[src/verilog/tfp_consts.svh]
`ifndef TFP_CONSTS_SVH
`define TFP_CONSTS_SVH

// ==========================================================
// Sizes
`define TFP_TX_FIFO_DEPTH 4
`define TFP_TX_LANE_BITS 11
`define TFP_RX_LANE_BITS 13

// ==========================================================
// Code-group fields and values
`define TFP_K28 5'h1C
`define TFP_K28_6B 6'h0F
`define TFP_COMMA_NEG 7'h1F
`define TFP_COMMA_POS 7'h60
`define TFP_K28_5_NEG 10'h0FA
`define TFP_D0_6B_NEG 6'h27
// Idle lane {force value, force mode, k, data}: K28.5
`define TFP_IDLE_LANE 11'h1BC

`endif

[src/verilog/tfp_pkg.sv]
package tfp_pkg;
    // Fabric word width: one, two or four characters
    typedef enum logic [1:0] {
        TFP_W1 = 2'h0,
        TFP_W2 = 2'h1,
        TFP_W4 = 2'h3
    } tfp_width_t;

    // Comma polarity selection
    typedef enum logic [1:0] {
        TFP_POL_BOTH = 2'h0,
        TFP_POL_POS = 2'h1,
        TFP_POL_NEG = 2'h3
    } tfp_comma_pol_t;
endpackage : tfp_pkg

[src/verilog/tfp_fifo.sv]
`timescale 1ns/1ps
module tfp_fifo #(
    parameter int WIDTH = 44,
    parameter int DEPTH = 4
) (
    input wire logic clock,
    input wire logic nrst,
    input wire logic wr_valid,
    input wire logic [WIDTH-1:0] wr_data,
    output logic wr_ready,
    output logic rd_valid,
    output logic [WIDTH-1:0] rd_data,
    input wire logic rd_ready
);
    localparam int AW = (DEPTH > 1) ? $clog2(DEPTH) : 1;

    // ==========================================================
    // Elaboration check: pointers wrap only on a power of two
    if (DEPTH < 2 || (DEPTH & (DEPTH - 1)) != 0) begin : g_bad_depth
        $error("tfp_fifo: DEPTH must be a power of two, at least 2");
    end

    logic [WIDTH-1:0] mem [DEPTH];
    logic [AW-1:0] wptr_ff;
    logic [AW-1:0] rptr_ff;
    logic [AW:0] cnt_ff;
    logic full_ff;
    logic empty_ff;
    logic [AW:0] nxt_cnt;
    wire wr_fire = wr_valid && !full_ff;
    wire rd_fire = rd_ready && !empty_ff;

    // Flags are flops so the ready seen outside is glitch free
    assign nxt_cnt = cnt_ff + {{AW{1'b0}}, wr_fire} - {{AW{1'b0}}, rd_fire};
    assign wr_ready = !full_ff;
    assign rd_valid = !empty_ff;
    assign rd_data = mem[rptr_ff];

    // Storage needs no reset; only the pointers and occupancy flops do
    always_ff @(posedge clock) begin
        if (wr_fire) begin
            mem[wptr_ff] <= wr_data;
        end
    end

    // Pointers and occupancy
    always_ff @(posedge clock or negedge nrst) begin
        if (!nrst) begin
            wptr_ff <= '0;
            rptr_ff <= '0;
            cnt_ff <= '0;
            full_ff <= 1'b0;
            empty_ff <= 1'b1;
        end else begin
            wptr_ff <= wptr_ff + AW'(wr_fire);
            rptr_ff <= rptr_ff + AW'(rd_fire);
            cnt_ff <= nxt_cnt;
            full_ff <= (nxt_cnt == (AW+1)'(DEPTH));
            empty_ff <= (nxt_cnt == '0);
        end
    end
endmodule : tfp_fifo

[src/verilog/tfp_fabric_path.sv]
`timescale 1ns/1ps
`include "tfp_consts.svh"
module tfp_fabric_path
    import tfp_pkg::*;
#(
    parameter bit MSB_FIRST = 1'b1,
    parameter int TX_FIFO_DEPTH = `TFP_TX_FIFO_DEPTH
) (
    input wire logic clock,
    input wire logic nrst,
    input wire tfp_width_t cfg_width,
    input wire logic cfg_tx_fifo_bypass,
    input wire logic cfg_tx_enc_bypass,
    input wire logic cfg_rx_dec_bypass,
    input wire logic cfg_comma_defined_only,
    input wire tfp_comma_pol_t cfg_comma_pol,
    input wire logic tx_word_valid,
    output logic tx_word_ready,
    input wire logic [31:0] tx_char_bits,
    input wire logic [3:0] tx_char_is_k,
    input wire logic [3:0] tx_disparity_force_mode,
    input wire logic [3:0] tx_disparity_force_value,
    output logic tx_running_disparity_out,
    output logic tx_control_code_error,
    output logic tx_fifo_overflow,
    output logic tx_fifo_underflow,
    output logic [9:0] tx_code_group,
    input wire logic rx_code_valid,
    input wire logic [9:0] rx_code_group,
    output logic rx_word_valid,
    output logic [31:0] rx_char_bits,
    output logic [3:0] rx_control_char_flag,
    output logic [3:0] rx_disparity_error,
    output logic [3:0] rx_out_of_table_error,
    output logic [3:0] rx_running_disparity_out,
    output logic [3:0] rx_comma_detect
);
    localparam int TLB = `TFP_TX_LANE_BITS;
    localparam int RLB = `TFP_RX_LANE_BITS;

    if (TX_FIFO_DEPTH < 2) begin : g_bad_depth
        $error("tfp_fabric_path: TX_FIFO_DEPTH below 2");
    end

    // ==========================================================
    // Code tables, negative-disparity forms
    localparam logic [5:0] TAB6 [32] = '{
        6'h27, 6'h1D, 6'h2D, 6'h31, 6'h35, 6'h29, 6'h19, 6'h38,
        6'h39, 6'h25, 6'h15, 6'h34, 6'h0D, 6'h2C, 6'h1C, 6'h17,
        6'h1B, 6'h23, 6'h13, 6'h32, 6'h0B, 6'h2A, 6'h1A, 6'h3A,
        6'h33, 6'h26, 6'h16, 6'h36, 6'h0E, 6'h2E, 6'h1E, 6'h2B};
    localparam logic [3:0] TAB4 [8] = '{
        4'hB, 4'h9, 4'h5, 4'hC, 4'hD, 4'hA, 4'h6, 4'hE};

    // Positive-disparity twin of a 6-bit sub-block
    function automatic logic [5:0] twin6(input logic [5:0] c);
        if (c == 6'h38) return 6'h07;
        return ($countones(c) != 3) ? ~c : c;
    endfunction : twin6

    // Positive-disparity twin of a 4-bit sub-block
    function automatic logic [3:0] twin4(input logic [3:0] c);
        if (c == 4'hC) return 4'h3;
        return ($countones(c) != 2) ? ~c : c;
    endfunction : twin4

    // Encode: returns {k error, rd after, code group}
    function automatic logic [11:0] enc(input logic k,
        input logic [7:0] d, input logic rd);
        logic [4:0] x;
        logic [2:0] y;
        logic k28;
        logic kok;
        logic alt;
        logic rdm;
        logic [5:0] s6;
        logic [3:0] s4;
        x = d[4:0];
        y = d[7:5];
        k28 = k && (x == `TFP_K28);
        kok = (x == `TFP_K28) || (y == 3'h7 && (x == 5'h17 ||
            x == 5'h1B || x == 5'h1D || x == 5'h1E));
        s6 = k28 ? `TFP_K28_6B : TAB6[x];
        rdm = ($countones(s6) == 3) ? rd : !rd;
        if (rd) begin
            s6 = twin6(s6);
        end
        alt = (y == 3'h7) && (k || (!rdm && (x == 5'h11 ||
            x == 5'h12 || x == 5'h14)) || (rdm && (x == 5'h0B ||
            x == 5'h0D || x == 5'h0E)));
        s4 = alt ? 4'h7 : TAB4[y];
        if (s4 == 4'hC || $countones(s4) != 2) begin
            s4 = rdm ? twin4(s4) : s4;
        end else if (k28 && !rdm) begin
            s4 = ~s4; // Balanced K28 tails flip under negative rd
        end
        return {k && !kok, ($countones(s4) == 2) ? rdm : !rdm, s6, s4};
    endfunction : enc

    // Decode: returns {k, disp err, oot err, rd after, data}
    function automatic logic [11:0] dec(input logic [9:0] c,
        input logic rd);
        logic [5:0] s6;
        logic [3:0] s4;
        logic [4:0] x;
        logic [2:0] y;
        logic f6;
        logic f4;
        logic a7;
        logic k28;
        logic rdm;
        logic derr;
        logic oot;
        logic kk;
        int n6;
        int n4;
        s6 = c[9:4];
        s4 = c[3:0];
        x = '0;
        y = '0;
        f6 = 1'b0;
        f4 = 1'b0;
        for (int i = 0; i < 32; i++) begin
            if (s6 == TAB6[i] || s6 == twin6(TAB6[i])) begin
                f6 = 1'b1;
                x = 5'(i);
            end
        end
        k28 = (s6 == `TFP_K28_6B) || (s6 == ~`TFP_K28_6B);
        if (k28) begin
            f6 = 1'b1;
            x = `TFP_K28;
        end
        n6 = $countones(s6);
        n4 = $countones(s4);
        rdm = (n6 == 3) ? rd : (n6 > 3);
        if (k28 && !rdm && n4 == 2 && s4 != 4'hC && s4 != 4'h3) begin
            s4 = ~s4;
        end
        for (int j = 0; j < 8; j++) begin
            if (s4 == TAB4[j] || s4 == twin4(TAB4[j])) begin
                f4 = 1'b1;
                y = 3'(j);
            end
        end
        a7 = (s4 == 4'h7) || (s4 == 4'h8);
        if (a7) begin
            f4 = 1'b1;
            y = 3'h7;
        end
        kk = k28 || (a7 && (x == 5'h17 || x == 5'h1B ||
            x == 5'h1D || x == 5'h1E));
        oot = !f6 || !f4 || (a7 && !kk && !(x == 5'h11 ||
            x == 5'h12 || x == 5'h14 || x == 5'h0B || x == 5'h0D ||
            x == 5'h0E));
        derr = (rd && (n6 > 3 || s6 == 6'h38)) ||
            (!rd && (n6 < 3 || s6 == 6'h07)) ||
            (rdm && (n4 > 2 || s4 == 4'hC)) ||
            (!rdm && (n4 < 2 || s4 == 4'h3));
        return {kk, derr && !oot, oot,
            (n4 == 2) ? rdm : (n4 > 2), y, x};
    endfunction : dec

    // ==========================================================
    // Word stride shared by both directions
    logic [1:0] lanes_m1;
    assign lanes_m1 = (cfg_width == TFP_W1) ? 2'h0 :
        (cfg_width == TFP_W2) ? 2'h1 : 2'h3;

    // ==========================================================
    // Transmit: pack, buffer, serialise, encode
    logic [4*TLB-1:0] tx_pack;
    logic [4*TLB-1:0] fifo_rd_data;
    logic [4*TLB-1:0] tx_word_ff;
    logic [TLB-1:0] tx_lane [4];
    logic fifo_wr_ready;
    logic fifo_rd_valid;
    logic byp_rdy_ff;
    logic [1:0] tx_lane_ff;
    logic tx_rd_ff;
    logic [9:0] tx_code_ff;
    logic kerr_ff;
    logic ovf_ff;
    logic unf_ff;

    // Lane layout {force value, force mode, k, data}
    for (genvar i = 0; i < 4; i++) begin : g_tx_lane
        assign tx_pack[i*TLB +: TLB] = {tx_disparity_force_value[i],
            tx_disparity_force_mode[i], tx_char_is_k[i],
            tx_char_bits[i*8 +: 8]};
        assign tx_lane[i] = tx_word_ff[i*TLB +: TLB];
    end

    wire tx_last = (tx_lane_ff == lanes_m1);
    wire [1:0] tx_nxt_lane = tx_last ? 2'h0 : tx_lane_ff + 2'h1;
    wire src_valid = cfg_tx_fifo_bypass ? tx_word_valid : fifo_rd_valid;
    wire [4*TLB-1:0] src_data = cfg_tx_fifo_bypass ? tx_pack :
        fifo_rd_data;
    wire [1:0] tx_idx = MSB_FIRST ? lanes_m1 - tx_lane_ff :
        tx_lane_ff;
    wire [TLB-1:0] cur = tx_lane[tx_idx];
    wire cur_val = cur[10];
    wire cur_mode = cur[9];
    wire [11:0] enc_out = enc(cur[8], cur[7:0],
        cur_mode ? cur_val : tx_rd_ff);

    // Bypass ready is a flop; the FIFO's own ready is one as well
    assign tx_word_ready = cfg_tx_fifo_bypass ? byp_rdy_ff :
        fifo_wr_ready;

    tfp_fifo #(
        .WIDTH(4*TLB),
        .DEPTH(TX_FIFO_DEPTH)
    ) u_tx_fifo (
        .clock(clock),
        .nrst(nrst),
        .wr_valid(tx_word_valid && !cfg_tx_fifo_bypass),
        .wr_data(tx_pack),
        .wr_ready(fifo_wr_ready),
        .rd_valid(fifo_rd_valid),
        .rd_data(fifo_rd_data),
        .rd_ready(tx_last && !cfg_tx_fifo_bypass)
    );

    // Word fetch and error pulses; a starved line sends idle commas unless the encoder is bypassed
    always_ff @(posedge clock or negedge nrst) begin
        if (!nrst) begin
            tx_lane_ff <= 2'h0;
            byp_rdy_ff <= 1'b0;
            tx_word_ff <= {4{`TFP_IDLE_LANE}};
            ovf_ff <= 1'b0;
            unf_ff <= 1'b0;
        end else begin
            tx_lane_ff <= tx_nxt_lane;
            byp_rdy_ff <= (tx_nxt_lane == lanes_m1);
            if (tx_last) begin
                tx_word_ff <= src_valid ? src_data :
                    {4{`TFP_IDLE_LANE}};
            end
            ovf_ff <= !cfg_tx_fifo_bypass && tx_word_valid &&
                !fifo_wr_ready;
            unf_ff <= tx_last && !src_valid;
        end
    end

    // Encoder state; bypass keeps the disparity where it was
    always_ff @(posedge clock or negedge nrst) begin
        if (!nrst) begin
            tx_rd_ff <= 1'b0;
            tx_code_ff <= 10'h000;
            kerr_ff <= 1'b0;
        end else begin
            tx_code_ff <= cfg_tx_enc_bypass ?
                {cur_mode, cur_val, cur[7:0]} : enc_out[9:0];
            tx_rd_ff <= cfg_tx_enc_bypass ? tx_rd_ff : enc_out[10];
            kerr_ff <= !cfg_tx_enc_bypass && enc_out[11];
        end
    end

    assign tx_code_group = tx_code_ff;
    assign tx_running_disparity_out = tx_rd_ff;
    assign tx_control_code_error = kerr_ff;
    assign tx_fifo_overflow = ovf_ff;
    assign tx_fifo_underflow = unf_ff;

    // ==========================================================
    // Receive: decode, comma detect, gather lanes into words
    logic [1:0] rx_lane_ff;
    logic rx_rd_ff;
    logic rx_vld_ff;
    logic [RLB-1:0] rx_acc_ff [4];
    logic [RLB-1:0] rx_out_ff [4];
    logic [RLB-1:0] nxt_acc [4];

    wire [11:0] dec_out = dec(rx_code_group, rx_rd_ff);
    wire rx_last = (rx_lane_ff == lanes_m1);
    wire [1:0] rx_slot = MSB_FIRST ? lanes_m1 - rx_lane_ff :
        rx_lane_ff;
    wire c_neg = (rx_code_group[9:3] == `TFP_COMMA_NEG);
    wire c_pos = (rx_code_group[9:3] == `TFP_COMMA_POS);
    wire tail_ok = (rx_code_group[2:0] == 3'h0) ||
        (rx_code_group[2:0] == 3'h1) || (rx_code_group[2:0] == 3'h2);
    wire tail_okp = (rx_code_group[2:0] == 3'h7) ||
        (rx_code_group[2:0] == 3'h6) || (rx_code_group[2:0] == 3'h5);
    wire hit_neg = c_neg && (!cfg_comma_defined_only || tail_ok);
    wire hit_pos = c_pos && (!cfg_comma_defined_only || tail_okp);
    wire comma = (cfg_comma_pol == TFP_POL_POS) ? hit_pos :
        (cfg_comma_pol == TFP_POL_NEG) ? hit_neg :
        (hit_pos || hit_neg);
    wire oot = dec_out[9];
    // Raw bits on bypass or out-of-table; disparity stays computed on out-of-table, on bypass it is code bit 8
    wire [RLB-1:0] rx_field = cfg_rx_dec_bypass ?
        {comma, rx_code_group[8], 2'h0, rx_code_group[9],
        rx_code_group[7:0]} :
        {comma, dec_out[8], oot, dec_out[10],
        oot ? rx_code_group[9] : dec_out[11],
        oot ? rx_code_group[7:0] : dec_out[7:0]};

    // Drop the new lane into its byte slot
    always_comb begin
        for (int i = 0; i < 4; i++) begin
            nxt_acc[i] = (2'(i) == rx_slot) ? rx_field : rx_acc_ff[i];
        end
    end

    // Lane counter, disparity and word hand-off
    always_ff @(posedge clock or negedge nrst) begin
        if (!nrst) begin
            rx_lane_ff <= 2'h0;
            rx_rd_ff <= 1'b0;
            rx_vld_ff <= 1'b0;
            for (int i = 0; i < 4; i++) begin
                rx_acc_ff[i] <= '0;
                rx_out_ff[i] <= '0;
            end
        end else begin
            rx_vld_ff <= rx_code_valid && rx_last;
            if (rx_code_valid) begin
                rx_lane_ff <= rx_last ? 2'h0 : rx_lane_ff + 2'h1;
                rx_rd_ff <= dec_out[8];
                for (int i = 0; i < 4; i++) begin
                    rx_acc_ff[i] <= rx_last ? '0 : nxt_acc[i];
                    if (rx_last) begin
                        rx_out_ff[i] <= nxt_acc[i];
                    end
                end
            end
        end
    end

    // Per-lane indicator unpacking
    for (genvar i = 0; i < 4; i++) begin : g_rx_lane
        assign rx_char_bits[i*8 +: 8] = rx_out_ff[i][7:0];
        assign rx_control_char_flag[i] = rx_out_ff[i][8];
        assign rx_disparity_error[i] = rx_out_ff[i][9];
        assign rx_out_of_table_error[i] = rx_out_ff[i][10];
        assign rx_running_disparity_out[i] = rx_out_ff[i][11];
        assign rx_comma_detect[i] = rx_out_ff[i][12];
    end
    assign rx_word_valid = rx_vld_ff;
endmodule : tfp_fabric_path

[config.mk]
export PLATFORM = sky130hd
export DESIGN_NAME = tfp_fabric_path
export DESIGN_NICKNAME = d
export VERILOG_FILES = /design/src/verilog/tfp_pkg.sv /design/src/verilog/tfp_fifo.sv /design/src/verilog/tfp_fabric_path.sv
export VERILOG_INCLUDE_DIRS = /design/src /design/src/verilog
export SDC_FILE = /design/constraint.sdc
export NUM_CORES = 1
export LEC_CHECK = 0
export CAP_MARGIN = 20
export CORE_MARGIN = 4
export CORE_UTILIZATION = 60
export DETAILED_ROUTE_END_ITERATION = 7
export DONT_BUFFER_PORTS = 1
export PLACE_DENSITY = 0.75
export SETUP_SLACK_MARGIN = 0.2
export SYNTH_ARGS = -nofsm -noshare
export SYNTH_HDL_FRONTEND = slang
export SYNTH_HIERARCHICAL = 1
export SYNTH_SLANG_ARGS = --single-unit
[constraint.sdc]
create_clock -name clock -period 22.6 [get_ports clock]
set_clock_uncertainty 0.1 [all_clocks]
set_input_delay 4.52 -clock clock [delete_from_list [all_inputs] [get_ports clock]]
set_output_delay 4.52 -clock clock [all_outputs]
set_load 0.05 [all_outputs]
==> impl_metrics.toml, run 1 <==
[logic_synthesis]
synth-edff-count = 176
avgSynthCellArea_um2 = 12.21
ys_seq_elements = 354
synthArstFlopShare_pct = 50.28
syn_inst = 1400
syn_nets = 1505
syn_area_um2 = 17090
synth_cell_type_count = 82
ys.flop_type = "edfxtp_1"
yosys_warnings = 6
seq_area_frac_synth_pct = 57.16

[setup_path]
cp_max_fo = 21
slowest_stage = "ha_1"
rr_worst_depth = 37
start_kind = "primary input"
cpMostUsedCell = "ha_1"
r2r_end = "tx_running_disparity_out"
worst_path_largest_cell_delay_ps = 740
required_ps = 22930
cp_data_arrival_time_ps = 13940
worstSetupPathType = "in2reg"
cp-end-kind = "flip-flop"
r2r_setup_slack_ps = 12610
regToRegStartpoint = "tx_lane_ff[0]"

[grt]
grt_pass1_vias = 11055
antenna_found_initial = 0
grt_pass1_wl_mm = 62.06
track_usage_pct = 25.16
grt_max_degree = 179
overflow = 0

[timing]
rsz0062_at_grt = "no"
slew_viol_final = 0
clock.fmax_mhz = 73.43
finalHoldViolCount = 0
slew_headroom_pct = 34.46
period_needed_ps = 13620
tns_ps = 0
worstMarginPinSlew_ps = 983.1
finalSetupViolCount = 0
post-route-period-util_pct = 60.26

[status]
outcome = "finished, final reports clean"

[detailed_routing]
first_pass_iters = 5
drtIter0Drc = 1087
drt-total-wl_mm = 38.88
antenna_left = 0
viasPerCell = 6.350
wl_per_cell_um = 21.98
drcViolationCount = 0
vias = 11234

[clock_network]
clk_pin_slew_ps = 70
cts_root_buf = "clkbuf_16"
clk_latency_ps = 520
cts_made_buffers = 36
post_cts_buffers = 0
cts_tree = "built"
clockBufferDepth = 3
hold_buffers = 0
cts_resized = 0
cts_sinks = 354
htreeDepth = 2

[min_path]
min_path_type = "reg2reg"
hold_path_end = "rx_char_bits[13]"
holdCritStartpoint = "rx_acc_ff[31]"
hold_depth = 2

[floorplan]
initial_core_util_pct = 61.19
die_height_um = 176.8
design.portCount = 134
dieArea_um2 = 31250
rows = 61
fp.coreArea_um2 = 27930
die_w_um = 176.8

[final_layout]
antenna_cells = 0
drive_above_1_share_pct = 12.51
nets = 1471
area_growth_pct = 7.883
design_area_um2 = 18440

[place]
port_buffers = 0
place.gp.congestion = 0.9327
dpl-instance-area_um2 = 17270
dp_hpwl_mm = 25.80

[job]
cap_violations = 0
[worst max-delay path: cells and delay by family]
family	cells	cell delay (ps)
buf+inv	5	350
xor+xnor	3	420
compound gates	9	2480
fa+ha+maj	11	4340
simple gates	10	1850
[layout make-up]
| class | instances | area (µm²) |
|---|---|---|
| flip-flops and latches | 354 | 9773 |
| fillers | 2057 | 9493 |
| multi-input cells | 918 | 6764 |
| clock buffers | 56 | 1070 |
| well taps | 378 | 473.0 |
| inverters | 41 | 153.9 |
| repair buffers | 15 | 110.1 |
| clock inverters | 7 | 97.59 |
[how the worst max path moves through the flow]
stage / from / endpoint / slack, ps / cells after the start
6_report: cfg_width[0] / tx_running_disparity_out / 8980 / 38
5_1_grt: cfg_width[0] / tx_running_disparity_out / 8280 / 37
4_1_cts: cfg_width[0] / tx_running_disparity_out / 9020 / 37
3_5_place_dp: cfg_width[0] / tx_running_disparity_out / 8460 / 36
3_3_place_gp: cfg_width[0] / tx_running_disparity_out / 8780 / 38
2_1_floorplan: cfg_width[1] / tx_running_disparity_out / 9260 / 39
[metrics by stage]
step / hold slack [ps] / cells / utilization (%) / setup WS [ps]
2_1_floorplan: 338.6 / 1400 / - / 9260
3_3_place_gp: 346.3 / 1705 / 61.82 / 8781
3_5_place_dp: 348.9 / 1705 / 61.82 / 8465
4_1_cts: 354.9 / 1768 / 66.00 / 9018
5_1_grt: 387.2 / 1769 / 66.02 / 8277
6_report: 358.2 / 1769 / 66.02 / 8982
[flip-flops by register name, indices dropped and copies added (netlist names), 3 cells and up]
signal	cells
tx_code_group	10
tx_word_ff	44
rx_acc_ff	52
rx_comma_detect	4
rx_char_bits	32
rx_running_disparity_out	4
u_tx_fifo/cnt_ff	3
u_tx_fifo/mem	176
rx_disparity_error	4
rx_control_char_flag	4
rx_out_of_table_error	4
[cells in the final DEF, fill, tap and decap left out, types with 8 or more instances in the layout]
master,instances
xor2_1,10
o21ai_1,14
dfstp_2,25
mux2i_1,39
nand3b_1,8
and3_1,23
dfrtp_1,151
xnor2_1,15
fa_1,10
o22ai_1,18
nor2_1,50
clkbuf_1,11
edfxtp_1,176
ha_1,29
nand3_1,15
nor2b_1,38
o21ai_0,110
a211oi_1,27
buf_4,14
nand2_1,222
mux4_2,49
inv_1,41
and2_1,8
o31ai_1,25
clkbuf_16,38
nand2b_1,14
a21oi_1,56
[cell families (layout without fill, tap and decap cells)]
group / after synthesis / count (layout) / share of synthesized area [%]
muxes: 104 / 104 / 10.37
adders and majority gates: 40 / 40 / 3.352
AOI/OAI and AO/OA: 325 / 325 / 12.23
and+or+nand+nor: 420 / 420 / 11.70
buffers and inverters: 128 / 119 / 3.440
DFF: 354 / 354 / 57.16
xor gates and xnor gates: 29 / 29 / 1.749
[cell usage after synthesis (6+ instances only)]
cell type  count  area [µm²]
nand2b_1      14       87.58
o21ai_0      110       550.5
inv_1         41       153.9
xnor2_1       15       131.4
dfrtp_1      153        3829
mux4_1         6       157.7
o31ai_1       25       187.7
and3_1        24       150.1
nor3b_1        7       52.55
nor2_1        50       187.7
mux2i_1       40       400.4
a22o_1         6       52.55
dfstp_2       25       656.9
buf_2         13       65.06
a21oi_1       56       280.3
nand2_1      223       837.1
nor2b_1       38       237.7
ha_1          29       362.9
o21ai_1       14       70.07
fa_1          10       200.2
nand3_1       16       80.08
mux4_2        49        1104
a211oi_1      27       202.7
clkbuf_1      59       221.5
xor2_1        10       87.58
o22ai_1       18       112.6
edfxtp_1     176        5285
and2_1         8       50.05
nand3b_1       8       60.06
a221o_1        6       60.06
buf_1          6       22.52
[layer usage]
metal	global-route usage [%]	wire length [µm]
met1	36.33	16710
met2	38.82	18050
met3	6.729	3380
met4	6.125	741
met5	0	0
Power of run 1 is not shown: default switching activity piles up to over one toggle a cycle in this logic, so the estimate is an artifact.
==> run 2: changes to the inputs <==
==> constraint.sdc (replaced) <==
create_clock -name clock -period 14.25 [get_ports clock]
set_clock_uncertainty 0.1 [all_clocks]
set_input_delay 2.85 -clock clock [delete_from_list [all_inputs] [get_ports clock]]
set_output_delay 2.85 -clock clock [all_outputs]
set_load 0.05 [all_outputs]
==> impl_metrics.toml, run 2 (synthesis gave the netlist of run 1 again) <==
[status]
outcome = "finished, final reports clean"

[grt]
overflow = 0
antenna_found_initial = 0
track_usage_pct = 24.92
grt_max_degree = 179
grt_pass1_wl_mm = 61.69
grt_pass1_vias = 11116

[timing]
rsz0062_at_grt = "no"
finalSetupViolCount = 0
clock.fmax_mhz = 82.97
finalHoldViolCount = 0
post-route-period-util_pct = 84.58
worstMarginPinSlew_ps = 1032
period_needed_ps = 12050
slew_viol_final = 0
tns_ps = 0
slew_headroom_pct = 31.18
worst_slack_ps = 2198

[place]
port_buffers = 0
dpl-instance-area_um2 = 17280
place.gp.congestion = 0.9038
dp_hpwl_mm = 25.48
place_ws_ps = 1779

[detailed_routing]
drcViolationCount = 0
drtIter0Drc = 986
wl_per_cell_um = 21.77
drt-total-wl_mm = 38.61
antenna_left = 0
viasPerCell = 6.264
vias = 11113
first_pass_iters = 5

[setup_path]
r2r_end = "tx_running_disparity_out"
crit_end = "tx_running_disparity_out"
r2r_setup_slack_ps = 4140
start_kind = "primary input"
required_ps = 14590
regToRegStartpoint = "tx_lane_ff[0]"
cp-end-kind = "flip-flop"
cp_data_arrival_time_ps = 12390
slowest_stage = "ha_1"
cp_max_fo = 21
cpMostUsedCell = "ha_1"
worstSetupPathType = "in2reg"
rr_worst_depth = 37
worst_path_largest_cell_delay_ps = 770
critPathLaunch = "cfg_width[0]"

[floorplan]
die_w_um = 176.8
fp.coreArea_um2 = 27930
die_height_um = 176.8
dieArea_um2 = 31250
design.portCount = 134
rows = 61
initial_core_util_pct = 61.19

[final_layout]
nets = 1472
reg_top3 = "u_tx_fifo/mem x176, rx_acc_ff x52, tx_word_ff x44"
design_area_um2 = 18480
final_common_cell = "nand2_1"
most-common-layout-cells = "nand2_1, edfxtp_1, dfrtp_1"
antenna_cells = 0
multi_input_area_um2 = 6764
drive_above_1_share_pct = 12.89
area_growth_pct = 8.081
fillers = 2071
regArea_um2 = 9773
largest_reg_flops = 176
largest_register = "u_tx_fifo/mem"

[clock_network]
clk_pin_slew_ps = 60
cts_sinks = 354
cts_made_buffers = 37
cts_resized = 0
clk_latency_ps = 530
htreeDepth = 2
hold_buffers = 0
cts_tree = "built"
cts_root_buf = "clkbuf_16"
clockBufferDepth = 3
post_cts_buffers = 0

[min_path]
min_path_type = "reg2reg"

[job]
cap_violations = 0
## run 2: changes by cell type in the layout (fill, tap and decap cells not counted)
cell and change:
buf_4 +1, clkinv_2 +4, clkinv_4 +2, clkbuf_4 -3, clkinv_1 +1, clkbuf_8 +2
clkinvlp_4 +1, clkbuf_2 -1, bufinv_16 -2, clkbuf_1 -2, inv_16 +1, clkbuf_16 +1
## run 2: worst min path at each step
stage	startpoint	slack, ps	endpoint	cells after the start
after floorplan	rx_acc_ff[28]	340	rx_char_bits[10]	2
after global placement	rx_acc_ff[31]	350	rx_char_bits[13]	2
after detailed placement	rx_acc_ff[0]	350	rx_char_bits[24]	2
after CTS	rx_acc_ff[37]	360	rx_running_disparity_out[1]	2
after global routing	rx_acc_ff[33]	380	rx_char_bits[15]	2
final	rx_acc_ff[37]	360	rx_running_disparity_out[1]	2
## run 2: worst max-delay path: cells and delay by family
kind            cells  cell delay [ps]
xor+xnor            3              430
compound gates      9             2470
simple gates       10             1840
buf+inv             5              340
fa+ha+maj          11             4450
## run 2: area by class of cell
cell class | instances | share of cell area (%)
well taps | 378 | 2.560
clock buffers | 54 | 5.912
inverters | 41 | 0.8330
multi-input cells | 918 | 36.61
repair buffers | 15 | 0.6095
flip-flops and latches | 354 | 52.90
clock inverters | 14 | 0.5756
## run 2: through the flow
step / hold slack, ps / utilization [%] / cells
4_1_cts: 357.7 / 66.14 / 1774
3_3_place_gp: 346.7 / 61.82 / 1705
2_1_floorplan: 338.6 / - / 1400
3_5_place_dp: 353.6 / 61.85 / 1706
5_1_grt: 383.8 / 66.14 / 1774
6_report: 355.8 / 66.14 / 1774
## run 2: metal layers
layer / global-route usage [%] / up-vias / part of all wire, %
met2: 38.77 / 399 / 46
met4: 6.512 / 0 / 2.1
met1: 35.55 / 5555 / 43
li1: - / 5095 / -
met3: 6.558 / 64 / 8.7
met5: 0 / - / 0
Power of run 2 is left out for the same reason.
